File: config.mk
export PLATFORM = sky130hd
export DESIGN_NAME = ppcl_port
export DESIGN_NICKNAME = d
export VERILOG_FILES = /design/src/verilog/ppcl_pkg.sv /design/src/verilog/ppcl_pin_decode.sv /design/src/verilog/ppcl_apb_slave.sv /design/src/verilog/ppcl_port.sv
export SDC_FILE = /design/constraint.sdc
export NUM_CORES = 1
export LEC_CHECK = 0
export BUFFER_PORTS_ARGS = -buffer_cell sky130_fd_sc_hd__buf_2
export CAP_MARGIN = 0
export CORE_MARGIN = 2
export CORE_UTILIZATION = 30
export CTS_CLUSTER_DIAMETER = 80
export DETAILED_ROUTE_END_ITERATION = 8
export PLACE_DENSITY = 0.63
export SYNTH_ARGS = -nofsm -noshare
export SYNTH_HDL_FRONTEND = slang
export SYNTH_SLANG_ARGS = --single-unit
File: constraint.sdc
create_clock -name pclk -period 1.99 [get_ports pclk]
set_input_delay 0.0995 -clock pclk [delete_from_list [all_inputs] [get_ports pclk]]
set_output_delay 0.0995 -clock pclk [all_outputs]
set_load 0.05 [all_outputs]
File: src/verilog/ppcl_pkg.sv
// Package: constants and types for the port pin configuration latches
package ppcl_pkg;
  localparam int unsigned PPCL_PINS = 8;

  // Register byte offsets on APB
  localparam logic [7:0] PPCL_OFS_DATA   = 8'h00;
  localparam logic [7:0] PPCL_OFS_CFG_A  = 8'h04;
  localparam logic [7:0] PPCL_OFS_CFG_B  = 8'h08;
  localparam logic [7:0] PPCL_OFS_CFG_C  = 8'h0c;
  localparam logic [7:0] PPCL_OFS_CTRL   = 8'h10;
  localparam logic [7:0] PPCL_OFS_STATUS = 8'h14;

  // Reset values: bidirectional weak pull-up, data all ones
  localparam logic [7:0] PPCL_RST_DATA  = 8'hff;
  localparam logic [7:0] PPCL_RST_CFG   = 8'h00;
  localparam logic [7:0] PPCL_RST_CTRL  = 8'h00;
  localparam logic [7:0] PPCL_RST_INPUT = 8'h00;

  // Control register field positions
  localparam int unsigned PPCL_CTRL_WAIT = 0;
  localparam int unsigned PPCL_CTRL_HALT = 1;

  // Decoded pin configuration codes {c2,c1,c0}
  typedef enum logic [2:0] {
    PPCL_BID_WPU = 3'h0,
    PPCL_OUT_PP  = 3'h2,
    PPCL_IN_CMOS = 3'h1,
    PPCL_ALT_PP  = 3'h3,
    PPCL_BID_OD  = 3'h4,
    PPCL_OUT_OD  = 3'h6,
    PPCL_IN_TTL  = 3'h5,
    PPCL_ALT_OD  = 3'h7
  } ppcl_cfg_type;

  // APB slave phases
  typedef enum logic [1:0] {
    PPCL_IDLE   = 2'b01,
    PPCL_ACCESS = 2'b10
  } ppcl_apb_type;
endpackage

File: src/verilog/ppcl_pin_decode.sv
// Per-pin configuration decoder: mode code to driver and latch controls
`timescale 1ns/1ns
module ppcl_pin_decode (
  input  wire logic [2:0] cfg,
  input  wire logic       wpu_allowed,
  output logic            is_input,
  output logic            is_output,
  output logic            is_bid,
  output logic            is_alt,
  output logic            sink_only_drive,
  output logic            weak_pullup,
  output logic            ttl_level
);
  import ppcl_pkg::*;

  // mode decode
  always_comb begin
    is_input        = 1'b0;
    is_output       = 1'b0;
    is_bid          = 1'b0;
    is_alt          = 1'b0;
    sink_only_drive = 1'b0;
    weak_pullup     = 1'b0;
    ttl_level       = 1'b1;
    unique case (ppcl_cfg_type'(cfg))
      PPCL_BID_WPU: begin
        is_bid          = 1'b1;
        sink_only_drive = 1'b1;
        weak_pullup     = wpu_allowed; // Pull-up may be removed in hardware
      end
      PPCL_BID_OD: begin
        is_bid          = 1'b1;
        sink_only_drive = 1'b1;
      end
      PPCL_OUT_PP: is_output = 1'b1;
      PPCL_OUT_OD: begin
        is_output       = 1'b1;
        sink_only_drive = 1'b1;
      end
      PPCL_IN_CMOS: begin
        is_input  = 1'b1;
        ttl_level = 1'b0;
      end
      PPCL_IN_TTL: is_input = 1'b1;
      PPCL_ALT_PP: is_alt = 1'b1;
      PPCL_ALT_OD: begin
        is_alt          = 1'b1;
        sink_only_drive = 1'b1;
      end
    endcase
  end
endmodule // ppcl_pin_decode

File: src/verilog/ppcl_apb_slave.sv
// APB slave front end: decodes phases, yields one-cycle read/write strobes
`timescale 1ns/1ns
module ppcl_apb_slave (
  input  wire logic        pclk,
  input  wire logic        presetn,
  input  wire logic        psel,
  input  wire logic        penable,
  input  wire logic        pwrite,
  input  wire logic [7:0]  paddr,
  output logic             pready,
  output logic             pslverr,
  output logic             wr_stb,
  output logic             rd_stb,
  output logic [7:0]       reg_addr,
  input  wire logic        addr_ok
);
  import ppcl_pkg::*;

  ppcl_apb_type state_ff;
  logic         in_access;

  // Phase tracker; access always completes in one cycle
  always_ff @(posedge pclk or negedge presetn) begin
    if (!presetn) begin
      state_ff <= PPCL_IDLE;
    end else begin
      unique case (state_ff)
        PPCL_IDLE:   state_ff <= (psel && !penable) ? PPCL_ACCESS : PPCL_IDLE;
        PPCL_ACCESS: state_ff <= PPCL_IDLE;
      endcase
    end
  end

  // Strobes only in a tracked access phase; a penable without a setup cycle does nothing
  assign in_access = (state_ff == PPCL_ACCESS);

  // Zero wait states keep the core strobes simple
  assign pready   = 1'b1;
  assign pslverr  = psel && penable && in_access && !addr_ok;
  assign wr_stb   = psel && penable && in_access && pwrite && addr_ok;
  assign rd_stb   = psel && penable && in_access && !pwrite;
  assign reg_addr = paddr;
endmodule // ppcl_apb_slave

File: src/verilog/ppcl_port.sv
// Eight-pin port: configuration, master/slave/input latches, APB registers
//
// Implementation choices: the APB register port and the address map.
`timescale 1ns/1ns
// Function
// Three config bits select pin mode
// Input mode keeps driver disabled
// Input mode samples pin at start
// Input mode copies master to slave
// Output drives; master copies to input
// Bidirectional: open-drain/pull-up, sample, copy
// Bidirectional read returns pin level
// Software edits shadow, loads port once
// Alternate output loads slave from peripheral; here the peripheral drives the pin and the slave keeps the master copy
// Idle alternate: high or high-impedance
// Shared peripheral outputs are ANDed
// Pin feeds alternate inputs always
// Converter pin forces alternate output high; done here only in alternate open-drain mode
// Alternate output appears on alternate input
// Wait and halt keep port state
// Port write loads output master latch
// Port read returns input latch
// Reset: weak pull-up, data all ones
// Core gives one-cycle begin/end strobes
module ppcl_port #(
  parameter int unsigned    PINS     = ppcl_pkg::PPCL_PINS,
  parameter int unsigned    AF_SRCS  = 2,
  parameter logic [7:0]     WPU_PINS = 8'hff,
  parameter logic [7:0]     ADC_PINS = 8'h00
) (
  input  wire logic                 pclk,
  input  wire logic                 presetn,
  input  wire logic                 psel,
  input  wire logic                 penable,
  input  wire logic                 pwrite,
  input  wire logic [7:0]           paddr,
  input  wire logic [31:0]          pwdata,
  output logic [31:0]               prdata,
  output logic                      pready,
  output logic                      pslverr,
  input  wire logic                 instr_begin,
  input  wire logic                 instr_end,
  input  wire logic [PINS-1:0]      pin_in,
  output logic [PINS-1:0]           pin_out,
  output logic [PINS-1:0]           pin_oe,
  output logic [PINS-1:0]           pin_pullup,
  output logic [PINS-1:0]           pin_ttl,
  input  wire logic [AF_SRCS*PINS-1:0] periph_drive_mode,
  input  wire logic [PINS-1:0]      af_connected,
  output logic [PINS-1:0]           periph_sense_mode,
  output logic                      clk_out_run
);
  import ppcl_pkg::*;

  logic [7:0]      master_ff;
  logic [7:0]      slave_ff;
  logic [7:0]      input_ff;
  logic [7:0]      cfg_a_ff;
  logic [7:0]      cfg_b_ff;
  logic [7:0]      cfg_c_ff;
  logic [1:0]      ctrl_ff;
  logic [31:0]     prdata_ff;
  logic [31:0]     nxt_prdata;
  logic            wr_stb;
  logic            rd_stb;
  logic [7:0]      reg_addr;
  logic            addr_ok;
  logic            frozen;
  logic [PINS-1:0] is_input;
  logic [PINS-1:0] is_output;
  logic [PINS-1:0] is_bid;
  logic [PINS-1:0] is_alt;
  logic [PINS-1:0] sink_only;
  logic [PINS-1:0] weak_pu;
  logic [PINS-1:0] ttl_lvl;
  logic [PINS-1:0] af_and;
  logic [PINS-1:0] drive_val;
  logic [PINS-1:0] pin_level;

  ppcl_apb_slave u_apb (
    .pclk     (pclk),
    .presetn  (presetn),
    .psel     (psel),
    .penable  (penable),
    .pwrite   (pwrite),
    .paddr    (paddr),
    .pready   (pready),
    .pslverr  (pslverr),
    .wr_stb   (wr_stb),
    .rd_stb   (rd_stb),
    .reg_addr (reg_addr),
    .addr_ok  (addr_ok)
  );

  // Address decode for the six word registers
  always_comb begin
    addr_ok = (reg_addr == PPCL_OFS_DATA)  || (reg_addr == PPCL_OFS_CFG_A) ||
              (reg_addr == PPCL_OFS_CFG_B) || (reg_addr == PPCL_OFS_CFG_C) ||
              (reg_addr == PPCL_OFS_CTRL)  || (reg_addr == PPCL_OFS_STATUS);
  end

  // state frozen in wait or halt
  assign frozen      = ctrl_ff[PPCL_CTRL_WAIT] || ctrl_ff[PPCL_CTRL_HALT];
  // clocks stop only in halt
  assign clk_out_run = !ctrl_ff[PPCL_CTRL_HALT];

  // Per-pin decode and alternate output combining
  for (genvar i = 0; i < PINS; i++) begin : g_pin
    logic [AF_SRCS-1:0] srcs;

    ppcl_pin_decode u_dec (
      .cfg             ({cfg_c_ff[i], cfg_b_ff[i], cfg_a_ff[i]}),
      .wpu_allowed     (WPU_PINS[i]),
      .is_input        (is_input[i]),
      .is_output       (is_output[i]),
      .is_bid          (is_bid[i]),
      .is_alt          (is_alt[i]),
      .sink_only_drive (sink_only[i]),
      .weak_pullup     (weak_pu[i]),
      .ttl_level       (ttl_lvl[i])
    );

    for (genvar s = 0; s < AF_SRCS; s++) begin : g_src
      assign srcs[s] = periph_drive_mode[s*PINS+i];
    end

    always_comb begin
      // AND shared outputs; R10 idle drives high
      af_and[i] = (&srcs) | !af_connected[i];
      // converter pin held high in alternate open-drain mode only
      if (ADC_PINS[i] && (ppcl_cfg_type'({cfg_c_ff[i], cfg_b_ff[i], cfg_a_ff[i]}) == PPCL_ALT_OD)) begin
        af_and[i] = 1'b1;
      end
    end

    // peripheral value reaches the pin directly
    assign drive_val[i] = is_alt[i] ? af_and[i] : slave_ff[i];

    always_comb begin
      // input never drives
      pin_oe[i] = 1'b0;
      if (!is_input[i]) begin
        // sink-only drives low only; R10 idle open-drain floats
        pin_oe[i] = sink_only[i] ? !drive_val[i] : 1'b1;
      end
    end

    // driven value seen on alternate input
    assign pin_level[i] = pin_oe[i] ? drive_val[i] : pin_in[i];
  end

  assign pin_out    = drive_val;
  assign pin_pullup = weak_pu;
  assign pin_ttl    = ttl_lvl;
  // pin feeds alternate inputs in every mode
  assign periph_sense_mode      = pin_level;

  // port write fills master latch
  always_ff @(posedge pclk or negedge presetn) begin
    if (!presetn) begin
      master_ff <= PPCL_RST_DATA;
    end else if (wr_stb && reg_addr == PPCL_OFS_DATA) begin
      master_ff <= pwdata[7:0];
    end
  end

  // Configuration and mode control registers
  always_ff @(posedge pclk or negedge presetn) begin
    if (!presetn) begin
      // reset to bidirectional weak pull-up
      cfg_a_ff <= PPCL_RST_CFG;
      cfg_b_ff <= PPCL_RST_CFG;
      cfg_c_ff <= PPCL_RST_CFG;
      ctrl_ff  <= PPCL_RST_CTRL[1:0];
    end else if (wr_stb) begin
      if (reg_addr == PPCL_OFS_CFG_A) begin
        cfg_a_ff <= pwdata[7:0];
      end
      if (reg_addr == PPCL_OFS_CFG_B) begin
        cfg_b_ff <= pwdata[7:0];
      end
      if (reg_addr == PPCL_OFS_CFG_C) begin
        cfg_c_ff <= pwdata[7:0];
      end
      if (reg_addr == PPCL_OFS_CTRL) begin
        ctrl_ff <= pwdata[1:0];
      end
    end
  end

  // Slave latch: updated at instruction end, held while frozen
  always_ff @(posedge pclk or negedge presetn) begin
    if (!presetn) begin
      slave_ff <= PPCL_RST_DATA;
    end else if (instr_end && !frozen) begin
      // master copied at end
      slave_ff <= master_ff;
    end
  end

  // Input latch: pin sampled at begin, or master at end for outputs
  always_ff @(posedge pclk or negedge presetn) begin
    if (!presetn) begin
      input_ff <= PPCL_RST_INPUT;
    end else if (!frozen) begin
      for (int i = 0; i < PINS; i++) begin
        if (is_output[i]) begin
          // output copies master at end
          if (instr_end) begin
            input_ff[i] <= master_ff[i];
          end
        end else if (instr_begin) begin
          // pin sampled at start
          input_ff[i] <= pin_level[i];
        end
      end
    end
  end

  // Read mux; R17 data reads return input latch
  always_comb begin
    nxt_prdata = prdata_ff;
    if (rd_stb) begin
      nxt_prdata = 32'h0000_0000;
      unique case (reg_addr)
        PPCL_OFS_DATA:   nxt_prdata[7:0] = input_ff;
        PPCL_OFS_CFG_A:  nxt_prdata[7:0] = cfg_a_ff;
        PPCL_OFS_CFG_B:  nxt_prdata[7:0] = cfg_b_ff;
        PPCL_OFS_CFG_C:  nxt_prdata[7:0] = cfg_c_ff;
        PPCL_OFS_CTRL:   nxt_prdata[1:0] = ctrl_ff;
        PPCL_OFS_STATUS: nxt_prdata[7:0] = slave_ff;
        default:         nxt_prdata = 32'h0000_0000;
      endcase
    end
  end

  // Read data held in a flop; registered version matches APB timing below
  always_ff @(posedge pclk or negedge presetn) begin
    if (!presetn) begin
      prdata_ff <= 32'h0000_0000;
    end else begin
      prdata_ff <= nxt_prdata;
    end
  end

  // Zero-wait read: value presented combinationally from the flop source
  assign prdata = rd_stb ? nxt_prdata : prdata_ff;

  // Assertions: pin 0 stands for every pin, since each pin is one generate copy
  // write reaches master
  AST_WR_MASTER: assert property (@(posedge pclk) disable iff (!presetn)
    wr_stb && reg_addr == PPCL_OFS_DATA |=> master_ff == $past(pwdata[7:0]))
    else $error("master latch missed write");

  // end copies master
  AST_END_SLAVE: assert property (@(posedge pclk) disable iff (!presetn)
    instr_end && !frozen |=> slave_ff == $past(master_ff))
    else $error("slave latch missed copy");

  // frozen holds slave
  AST_FROZEN: assert property (@(posedge pclk) disable iff (!presetn)
    frozen |=> $stable(slave_ff))
    else $error("slave changed while frozen");

  // input never drives
  AST_IN_HIZ: assert property (@(posedge pclk) disable iff (!presetn)
    (is_input & pin_oe) == '0)
    else $error("input pin driven");

  // begin samples pin
  AST_SAMPLE: assert property (@(posedge pclk) disable iff (!presetn)
    instr_begin && !frozen && is_input[0] && !is_output[0] |=> input_ff[0] == $past(pin_level[0]))
    else $error("input latch missed sample");

  // output copies master
  AST_OUT_IN: assert property (@(posedge pclk) disable iff (!presetn)
    instr_end && !frozen && is_output[0] |=> input_ff[0] == $past(master_ff[0]))
    else $error("input latch missed master copy");

  // data read returns input latch
  AST_READ: assert property (@(posedge pclk) disable iff (!presetn)
    rd_stb && reg_addr == PPCL_OFS_DATA |-> prdata[7:0] == input_ff)
    else $error("data read wrong");

  // halt stops clock outputs
  AST_HALT_CLK: assert property (@(posedge pclk) disable iff (!presetn)
    ctrl_ff[PPCL_CTRL_HALT] |-> !clk_out_run)
    else $error("clock output running in halt");

  // idle alternate open-drain floats
  AST_ALT_OD: assert property (@(posedge pclk) disable iff (!presetn)
    is_alt[0] && sink_only[0] && !af_connected[0] |-> !pin_oe[0])
    else $error("idle open-drain alternate driven");

  // bidirectional samples pin
  AST_BID_SAMPLE: assert property (@(posedge pclk) disable iff (!presetn)
    instr_begin && !frozen && is_bid[0] |=> input_ff[0] == $past(pin_level[0]))
    else $error("bidirectional pin not sampled");

  // alternate output still sampled
  AST_ALT_SAMPLE: assert property (@(posedge pclk) disable iff (!presetn)
    instr_begin && !frozen && is_alt[0] |=> input_ff[0] == $past(pin_level[0]))
    else $error("alternate pin not sampled");

  // output ignores begin strobe
  AST_OUT_NOSAMPLE: assert property (@(posedge pclk) disable iff (!presetn)
    instr_begin && !instr_end && is_output[0] |=> $stable(input_ff[0]))
    else $error("output pin sampled at begin");

  // frozen holds input latch
  AST_FROZEN_IN: assert property (@(posedge pclk) disable iff (!presetn)
    frozen |=> $stable(input_ff))
    else $error("input latch changed while frozen");

  // driven value loops back
  AST_AF_LOOP: assert property (@(posedge pclk) disable iff (!presetn)
    pin_oe[0] |-> periph_sense_mode[0] == pin_out[0])
    else $error("alternate input misses driven value");

  // idle push-pull drives high
  AST_IDLE_PP: assert property (@(posedge pclk) disable iff (!presetn)
    is_alt[0] && !sink_only[0] && !af_connected[0] |-> pin_oe[0] && pin_out[0])
    else $error("idle push-pull alternate not high");

  // push-pull drives slave
  AST_PP_DRIVE: assert property (@(posedge pclk) disable iff (!presetn)
    is_output[0] && !sink_only[0] |-> pin_oe[0] && pin_out[0] == slave_ff[0])
    else $error("push-pull output not driving slave");

  // open-drain never high
  AST_OD_LOW: assert property (@(posedge pclk) disable iff (!presetn)
    sink_only[0] && pin_oe[0] |-> !pin_out[0])
    else $error("open-drain pin driven high");

  // pull-up only bidirectional
  AST_PULLUP_BID: assert property (@(posedge pclk) disable iff (!presetn)
    pin_pullup[0] |-> is_bid[0])
    else $error("pull-up outside bidirectional mode");

  // Main scenarios the bench should reach
  COV_WRITE:  cover property (@(posedge pclk) wr_stb && reg_addr == PPCL_OFS_DATA);
  COV_COPY:   cover property (@(posedge pclk) instr_end ##[1:16] instr_begin);
  COV_ALT:    cover property (@(posedge pclk) is_alt[0] && pin_oe[0]);
  COV_FREEZE: cover property (@(posedge pclk) frozen && instr_end);
  COV_BID:    cover property (@(posedge pclk) instr_begin && is_bid[0] && !pin_oe[0]);
endmodule // ppcl_port

### After elaboration in Yosys (flattened, before gate mapping)

Index checks and enable logic that the tools add are counted.

* add/sub/neg operators: 0
* multipliers: 0
* div/mod/pow operators: 0
* magnitude comparators: 0
* equality and inequality tests: 71
* shift-type cells: 0
* mux-type cells: 110
* bitwise operators: 9
* reductions and logical operators: 105

Operators with widths (count)
* $mux W1: 104
* $eq A3 B3 Y1 const B: 32
* $mux W32: 2
* $eq A3 B2 Y1 const B: 16
* $reduce_or A2 Y1: 24
* $reduce_or A4 Y1: 8
* $pmux W6 S5: 1
* $eq A3 B1 Y1 const B: 8
* $logic_not A3 Y1: 8
* $reduce_and A2 Y1: 12
* $reduce_and A3 Y1: 8
* $logic_not A1 Y1: 21
* $eq A8 B4 Y1 const B: 2
* $eq A8 B5 Y1 const B: 2
* $ne A2 B2 Y1 const B: 8
* $reduce_bool A2 Y1: 8
* $pmux W2 S6: 1
* $logic_and A1 B1 Y1: 9
* $eq A8 B3 Y1 const B: 1
* $logic_not A8 Y1: 1
* $or A1 B1 Y1: 8
* $logic_or A1 B1 Y1: 6
* $pmux W2 S2: 1
* $eq A2 B1 Y1 const B: 1
* 3 further kinds: 3

* register bits after elaboration: 84
* bits in latches: 0
* bits in writable memories: 0
* ROM bits: 0
* bits of input ports: 79
* output and inout bits: 75
* logic and storage cells: 311
* memories kept: 0

### Depth between registers and ports, before layout

Gate-level depths: netlist (run 1).

* depth after elaboration: 10
* gate-level depth with buffers: 6
* depth with buffers taken out: 4

### Modules after synthesis

Synthesis (run 1) repeated with hierarchy kept, for this count alone.

* cell total of the unflattened synthesis: 425
* area total of the unflattened synthesis: 4583.1 um^2

By module, submodules not included
* ppcl_port: times used 1, cells each 349, area each 3953.8 um^2, sequential area each 2072.0 um^2
* ppcl_pin_decode: times used 8, cells each 7, area each 57.6 um^2, sequential area each 0.0 um^2
* ppcl_apb_slave: times used 1, cells each 20, area each 168.9 um^2, sequential area each 51.3 um^2

### Worst setup path after synthesis (run 1)

No wires, ideal clock.

* path type: input -> register
* start point: input paddr[1]
* end point: register prdata_ff[7]
* library setup time: 0.214 ns
* arrival: 2.076 ns
* required time: 1.776 ns
* slack: -0.301 ns
* stages: 4
* path buffers: 0
* cells stage by stage: or3_1 -> nor4_1 -> a22oi_1 -> a21oi_1

* word-level cells in the longest chain between the ends: 3
* elaborated cells on any way between the ends: 7
* those cells by class: 4 x eq/ne; 2 x mux; 1 x reduce/logical

RTL lines
* start: declaration: RTL line ppcl_port.sv:36 `input wire logic [7:0] paddr,`
* $eq A8 B5 Y1 (tied with other cells): RTL line ppcl_port.sv:225 `unique case (reg_addr)`
* $pmux W6 S5 *: RTL line ppcl_port.sv:225
* $mux W32 *: RTL line ppcl_port.sv:223 `if (rd_stb) begin`
* end signal: assignment: RTL line ppcl_port.sv:242 `prdata_ff <= nxt_prdata;`
* end: declaration: RTL line ppcl_port.sv:62 `logic [31:0] prdata_ff;`

Mark *: on every way between the ends. The rest lies on a longest branch, timed or not.
A chain may end at the register's enable or synchronous reset.

### Final worst setup path (run 1)

* start point: register cfg_c_ff[1]
* end point: output prdata[1]

* word-level cells in the longest chain between the ends: 3

RTL lines
* start: declaration: RTL line ppcl_port.sv:60 `logic [7:0] cfg_c_ff;`
* start signal: assignment: RTL line ppcl_port.sv:183 `cfg_c_ff <= pwdata[7:0];`
* $pmux W2 S6: RTL line ppcl_port.sv:225
* $mux W32: RTL line ppcl_port.sv:223
* $mux W32: RTL line ppcl_port.sv:247 `assign prdata = rd_stb ? nxt_prdata : prdata_ff;`
* end: declaration: RTL line ppcl_port.sv:38 `output logic [31:0] prdata,`

No other way between the ends.

==> reports/results.ini, run 1 <==
[worst_setup_path]
critPathLaunch=cfg_c_ff[1]
regToRegStartpoint=u_apb.state_ff[0]
cp_data_arrival_time_ns=1.80
path_class=reg -> out
cp_cell_sequence=mux4_2 > a22oi_1 > a21oi_2 > buf_4
r2r_end=cfg_b_ff[5]
reg2reg_depth=5
slowest_delay_ns=0.49
crit_fanout=7
startpoint_type=flip-flop
cp.required_ns=1.89
crit_slowest_cell=mux4_2
reg2reg_slack_ns=0.14
end_kind=output port

[grt]
grt_pass1_wl_mm=20.1
overflow=0
grt_use_met2_pct=26.4
grt_use_total_pct=15.3
grt_max_degree=49
met1_usage_pct=19.3
antenna_found_initial=1
use_met3_pct=3.26
first_global_vias=3830
grt_busiest_layer=met2

[clock_network]
clkTransAtPathRegs_ns=0.07
cts.sinks=84
cts_buffer_depth=2
cts_tree=yes
cts_max_level=3
cts_root_buf=clkbuf_16
cts_made_buffers=9
clk-insertion-delay-late_ns=0.34
cts_setup_buffers=0

[worst_hold_path]
hold_path.startpoint=pwdata[1]
hold_path.class=in -> reg
hold_end=cfg_c_ff[1]
hold_depth=2

[layout]
mostFrequentLayoutCells=buf_2, dfrtp_1, mux2_2
final_area_um2=6040
final_util_pct=39.5
final_common_cell=buf_2
syn2layout_area_growth_pct=28.0
layout-drive-gt1-share_pct=44.9
layout.nets=668

[job]
drv_cap=0

[drt]
via_per_inst=4.91
totalWireLength_mm=12.8
drt-pass1-iter-count=4
drc=0
drtIter0Drc=170
post_drt_wl_per_cell_um=15.9
vias=3961
ant_nets=0

[place]
numPortBuffers=128
place.gp.congestion=0.799
dpl_cell_area_um2=5680
dp_slack_ns=-0.107
dp_hpwl_mm=9.27

[timing]
finalSetupTns_ns=0
tightest_slew_ns=0.605
relSlewSlack_pct=59.5
fmax_mhz=526
fin_crit_sh_pct=95.5
drv_slew=0
hold_viol_final=0
rsz0062_at_grt=true
setup_viol=0
fin_crit_ns=1.90
setup_slack_ns=0.0905
fin_skew_ns=0.0129

[synthesis]
ys_ff_latch=84
synth_cell_types=41
yosys_warnings=0
synth_top_area_share_pct=35.5
netlist_top_cells_area=dfrtp_1, mux2_2, dfstp_2, nor2b_1, buf_4
synthesis.area_um2=4720
synth_area_per_cell_um2=10.2
yosysSeqAreaShare_pct=45.0
synth_flop_cell=dfrtp_1
async_reset_ff_share_pct=100
yosys.area.top_type=dfrtp_1
synth_nets=541
synth_edf_count=0
netlist_instances=462

[floorplan]
io_pins=154
rows=45
die-area_um2=16800
initial_core_util_pct=30.8
core_area_um2=15300
fp.dieH_um=129
fp.dieW_um=129

[power_and_ir_drop]
power_mw=3.78
peakVddDrop_v=0.000390
leakagePower_nw=2.83
p_per_area_nw_per_um2=625

[run_status]
outcome=completed

[power by group]
group	internal, mW	switching, mW	total (mW)	leakage (nW)
clock network	0.915	0.654	1.57	0.136
logic	0.150	0.302	0.452	1.59
registers	1.74	0.0109	1.76	1.10
total	2.81	0.967	3.78	2.83
[how the worst max path moves through the flow]
stage / slack (ns) / to / cells after the start
4_1_cts: 0.003 / prdata[3] / 5
3_5_place_dp: -0.11 / cfg_b_ff[6] / 6
5_1_grt: -0.03 / prdata[7] / 7
2_1_floorplan: -0.04 / cfg_b_ff[0] / 5
6_report: 0.09 / prdata[1] / 4
3_3_place_gp: -0.08 / cfg_b_ff[0] / 6
[cell families (layout without fill, tap and decap cells)]
family	count (synthesis)	count (layout)	synth area share, %
simple gates	136	136	15.9
mux	65	65	15.8
compound gates	127	127	17.8
flops	84	84	45.0
buf+inv	49	181	5.46
other cells	1	2	0.0795
[state kept, by name, indices dropped and copies added (netlist names)]
register and count:
input_ff 8, cfg_b_ff 8, u_apb.state_ff 2, slave_ff 8
master_ff 8, cfg_c_ff 8, cfg_a_ff 8, prdata_ff 32
ctrl_ff 2
[cell type report]
class	count	area, um^2
clock buffers	13	260
diodes	1	2.50
repair buffers	162	970
inverters	3	11.3
multi-input cells	329	2390
clock inverters	3	21.3
fillers	1524	9270
flip-flops and latches	84	2120
well taps	211	264
[stage by stage]
step | hold WS, ns | std cells
after floorplan | -0.196 | 462
after global placement | 0.0897 | 788
after detailed placement | 0.100 | 788
after CTS | 0.0379 | 805
after global routing | 0.0516 | 805
final | 0.0556 | 806
[worst max-delay path, delay by kind of cell (launching register included)]
kind	cells	cell delay [ns]
buf+inv	1	0.19
mux	1	0.49
flops	1	0.46
compound gates	2	0.32
[metal layers]
metal / up-vias / share of wire (%)
met5: - / 0
met4: 0 / 1.1
met3: 9 / 5.1
met2: 95 / 50
met1: 1952 / 43
li1: 1905 / -
[cells in the mapped netlist (2+ instances only)]
| cell | number |
|---|---|
| nor2b_1 | 32 |
| clkbuf_1 | 26 |
| o22ai_1 | 8 |
| o21bai_1 | 8 |
| o31ai_1 | 8 |
| nand2b_1 | 11 |
| buf_4 | 17 |
| o21ai_0 | 17 |
| mux4_2 | 2 |
| mux2i_1 | 8 |
| nor2_1 | 28 |
| dfstp_2 | 17 |
| inv_1 | 3 |
| nand2_1 | 33 |
| o21a_1 | 8 |
| a31oi_1 | 16 |
| a21boi_0 | 16 |
| and4b_1 | 8 |
| dfrtp_1 | 67 |
| nor4_1 | 2 |
| a21oi_1 | 24 |
| o2bb2ai_1 | 8 |
| buf_2 | 2 |
| nor2_2 | 2 |
| a22o_1 | 6 |
| mux2_2 | 55 |
| nor3_1 | 9 |
| a22oi_1 | 8 |
[timing repair]
item,CTS,global route
endpoints found under the hold margin,28,0
resized for setup,4,23
pin swaps,0,1
hold buffers,1,0
setup endpoints to repair,10,27
Power figures use the tool's default switching activity.
==> run 2: changes to the inputs <==
--- a/config.mk
+++ b/config.mk
@@ -7,6 +7,7 @@
 export LEC_CHECK = 0
 export BUFFER_PORTS_ARGS = -buffer_cell sky130_fd_sc_hd__buf_2
 export CAP_MARGIN = 0
+export CORE_ASPECT_RATIO = 1.75
 export CORE_MARGIN = 2
 export CORE_UTILIZATION = 30
 export CTS_CLUSTER_DIAMETER = 80
==> run 2 against run 1 <==
  * Setup slack lost 0.075 ns
  * Clock power is 6% higher
  * Non-clock buffer count shrank 2
  * Final area rose by 0.58%
  * Sequential share of layout area fell by 0.14 points
  * Register-to-register slack got worse by 0.12 ns
  * Critical endpoint is now cfg_b_ff[6]
  * Combinational power barely moved
  * Cell count shrank 3.5%
  * Global-route usage down 0.35 points
  * Die area is 0.24% higher
  * Clock-buffer cell count fell by 3
==> reports/results.ini, run 2 (synthesis gave the netlist of run 1 again) <==
[grt]
first_global_vias=3945  ; was 3830
overflow=0  ; unchanged
grt_pass1_wl_mm=19.8  ; was 20.1 mm
grt_use_total_pct=14.9  ; was 15.3%
grt_max_degree=40  ; was 49
antenna_found_initial=0  ; was 1

[power_and_ir_drop]
switching_share_pct=25.7  ; was 25.6%
p_int_mw=2.88  ; was 2.81 mW
peakVddDrop_v=0.000326  ; was 0.000390 V
leakagePower_nw=2.83  ; about the same
p_seq_share_pct=45.2  ; was 46.5%
clock_power_share_pct=43.1  ; was 41.6%
power_mw=3.88  ; was 3.78 mW
p_switching_mw=0.996  ; was 0.967 mW
p_comb_share_pct=11.7  ; was 12.0%
p_per_area_nw_per_um2=638  ; was 625 nW/um^2

[timing]
fin_skew_ns=0.00913  ; was 0.0129 ns
hold_viol_final=0  ; unchanged
drv_slew=0  ; unchanged
rsz0062_at_grt=true  ; unchanged
hold_slack_ns=0.0386  ; was 0.0556 ns
fin_crit_sh_pct=99.2  ; was 95.5%
setup_viol=0  ; unchanged
relSlewSlack_pct=64.4  ; was 59.5%
fin_crit_ns=1.97  ; was 1.90 ns
tightest_slew_ns=0.533  ; was 0.605 ns
fmax_mhz=506  ; was 526 MHz

[clock_network]
cts_tree=yes  ; unchanged
cts_buffer_depth=2  ; unchanged
clk-insertion-delay-late_ns=0.34  ; about the same
cts.sinks=84  ; unchanged
cts_root_buf=clkbuf_16  ; unchanged
clkTransAtPathRegs_ns=0.07  ; about the same
cts_max_level=3  ; unchanged
cts_made_buffers=9  ; unchanged

[drt]
drc=0  ; unchanged
post_drt_wl_per_cell_um=16.4  ; was 15.9 um
drt-pass1-iter-count=4  ; unchanged
via_per_inst=5.13  ; was 4.91
drtIter0Drc=161  ; was 170
vias=3992  ; was 3961
ant_nets=0  ; unchanged
totalWireLength_mm=12.7  ; was 12.8 mm

[worst_setup_path]
r2r_end=cfg_b_ff[6]  ; was cfg_b_ff[5]
regToRegStartpoint=u_apb.state_ff[0]  ; unchanged
slowest_delay_ns=0.59  ; was 0.49 ns
crit_slowest_cell=or4_4  ; was mux4_2
end_kind=flip-flop  ; was output port
startpoint_type=flip-flop  ; unchanged
crit_fanout=4  ; was 7
cp_data_arrival_time_ns=2.20  ; was 1.80 ns
reg2reg_depth=5  ; unchanged
reg2reg_slack_ns=0.02  ; was 0.14 ns
path_class=reg -> reg  ; was reg -> out
cp.required_ns=2.21  ; was 1.89 ns
cp_cell_sequence=nand4b_1 > or4_4 > nor3b_4 > buf_4 > mux2_2  ; was mux4_2 > a22oi_1 > a21oi_2 > buf_4

[layout]
final_common_cell=buf_2  ; unchanged
syn2layout_area_growth_pct=28.8  ; was 28.0%
mostFrequentLayoutCells=buf_2, dfrtp_1, mux2_2  ; unchanged
largest_register_ffs=32  ; unchanged
regMostFlops=prdata_ff  ; unchanged
n_antenna_cell=0  ; was 1
layout.nets=666  ; was 668
layout-drive-gt1-share_pct=45.4  ; was 44.9%

[floorplan]
fp.dieH_um=170  ; was 129 um
io_pins=154  ; unchanged
initial_core_util_pct=30.7  ; was 30.8%
core_area_um2=15400  ; was 15300 um^2
rows=60  ; was 45
die-area_um2=16800  ; about the same
fp.dieW_um=98.8  ; was 129 um

[worst_hold_path]
hold_path.startpoint=pwdata[2]  ; was pwdata[1]
hold_end=cfg_c_ff[2]  ; was cfg_c_ff[1]
hold_depth=2  ; unchanged
hold_path.class=in -> reg  ; unchanged

[place]
place.gp.congestion=0.815  ; was 0.799
dp_hpwl_mm=9.57  ; was 9.27 mm
numPortBuffers=128  ; unchanged

[job]
drv_cap=0  ; unchanged

[run_status]
outcome=completed  ; unchanged

==> run 2: changes by cell type in the layout (fill, tap and decap cells not counted), moves of 3 or more <==
cell / previous run / this run
buf_2: 112 / 95
dfrtp_1: 67 / 64
buf_4: 35 / 50
clkbuf_4: 9 / 5
dfrtp_2: 0 / 3
buf_6: 3 / 7
==> run 2: repair_timing <==
item,CTS,global route
hold buffers,1,0
resized for setup,11,52
pin swaps,0,1
endpoints found under the hold margin,24,0
setup buffers,0,0
endpoints found under the setup margin,27,39
==> run 2: critical path: cells and delay by family (launching register included) <==
| family | cells | cell delay [ns] |
|---|---|---|
| AND/OR/NAND/NOR | 3 | 0.99 |
| flip-flops | 1 | 0.36 |
| multiplexers | 1 | 0.33 |
| buffers and inverters | 1 | 0.17 |
==> run 2: metrics by stage <==
stage | TNS [ns] | cells | area [um^2] | setup slack [ns] | util (%)
floorplan | -0.355 | 462 | 4750 | -0.0444 | -
global placement | -0.653 | 761 | 5640 | -0.0771 | 36.7
detailed placement | -0.928 | 761 | 5640 | -0.0941 | 36.7
CTS | 0 | 778 | 5990 | 0.00708 | 38.9
global route | -0.263 | 778 | 6080 | -0.0400 | 39.5
finish | 0 | 778 | 6080 | 0.0152 | 39.5
==> run 2: worst max-delay path by stage <==
stage                           start          end  slack (ns)  cells past startpoint
CTS                 u_apb.state_ff[0]  cfg_b_ff[6]       0.007                      5
floorplan           u_apb.state_ff[0]  cfg_b_ff[0]       -0.04                      5
global route        u_apb.state_ff[0]  cfg_b_ff[6]       -0.04                      5
detailed placement           paddr[1]  cfg_b_ff[6]       -0.09                      6
global placement             paddr[1]  cfg_b_ff[7]       -0.08                      6
finish              u_apb.state_ff[0]  cfg_b_ff[6]        0.02                      5
==> run 2: cell type report <==
cell class,count,area [um^2]
repair buffers,160,1020
multi-input cells,329,2390
inverters,3,11.3
clock inverters,6,72.6
fillers,1502,9310
clock buffers,10,229
flip-flops and latches,84,2130
well taps,186,233
==> run 2: power by group through the flow <==
| stage | sequential (mW) | clock (mW) | combinational, mW |
|---|---|---|---|
| floorplan | 1.78 | 0 | 0.247 |
| global placement | 1.78 | 0 | 0.415 |
| detailed placement | 1.78 | 0 | 0.424 |
| CTS | 1.75 | 1.72 | 0.447 |
| global route | 1.76 | 1.79 | 0.491 |
| finish | 1.75 | 1.67 | 0.454 |
==> run 2: routing by layer <==
layer	GRT usage (%)	share of wire, %	wire length, um
met1	16.4	40	5140
met2	26.8	52	6630
met3	2.67	3.6	461
met4	8.16	3.9	502
met5	0	0	0
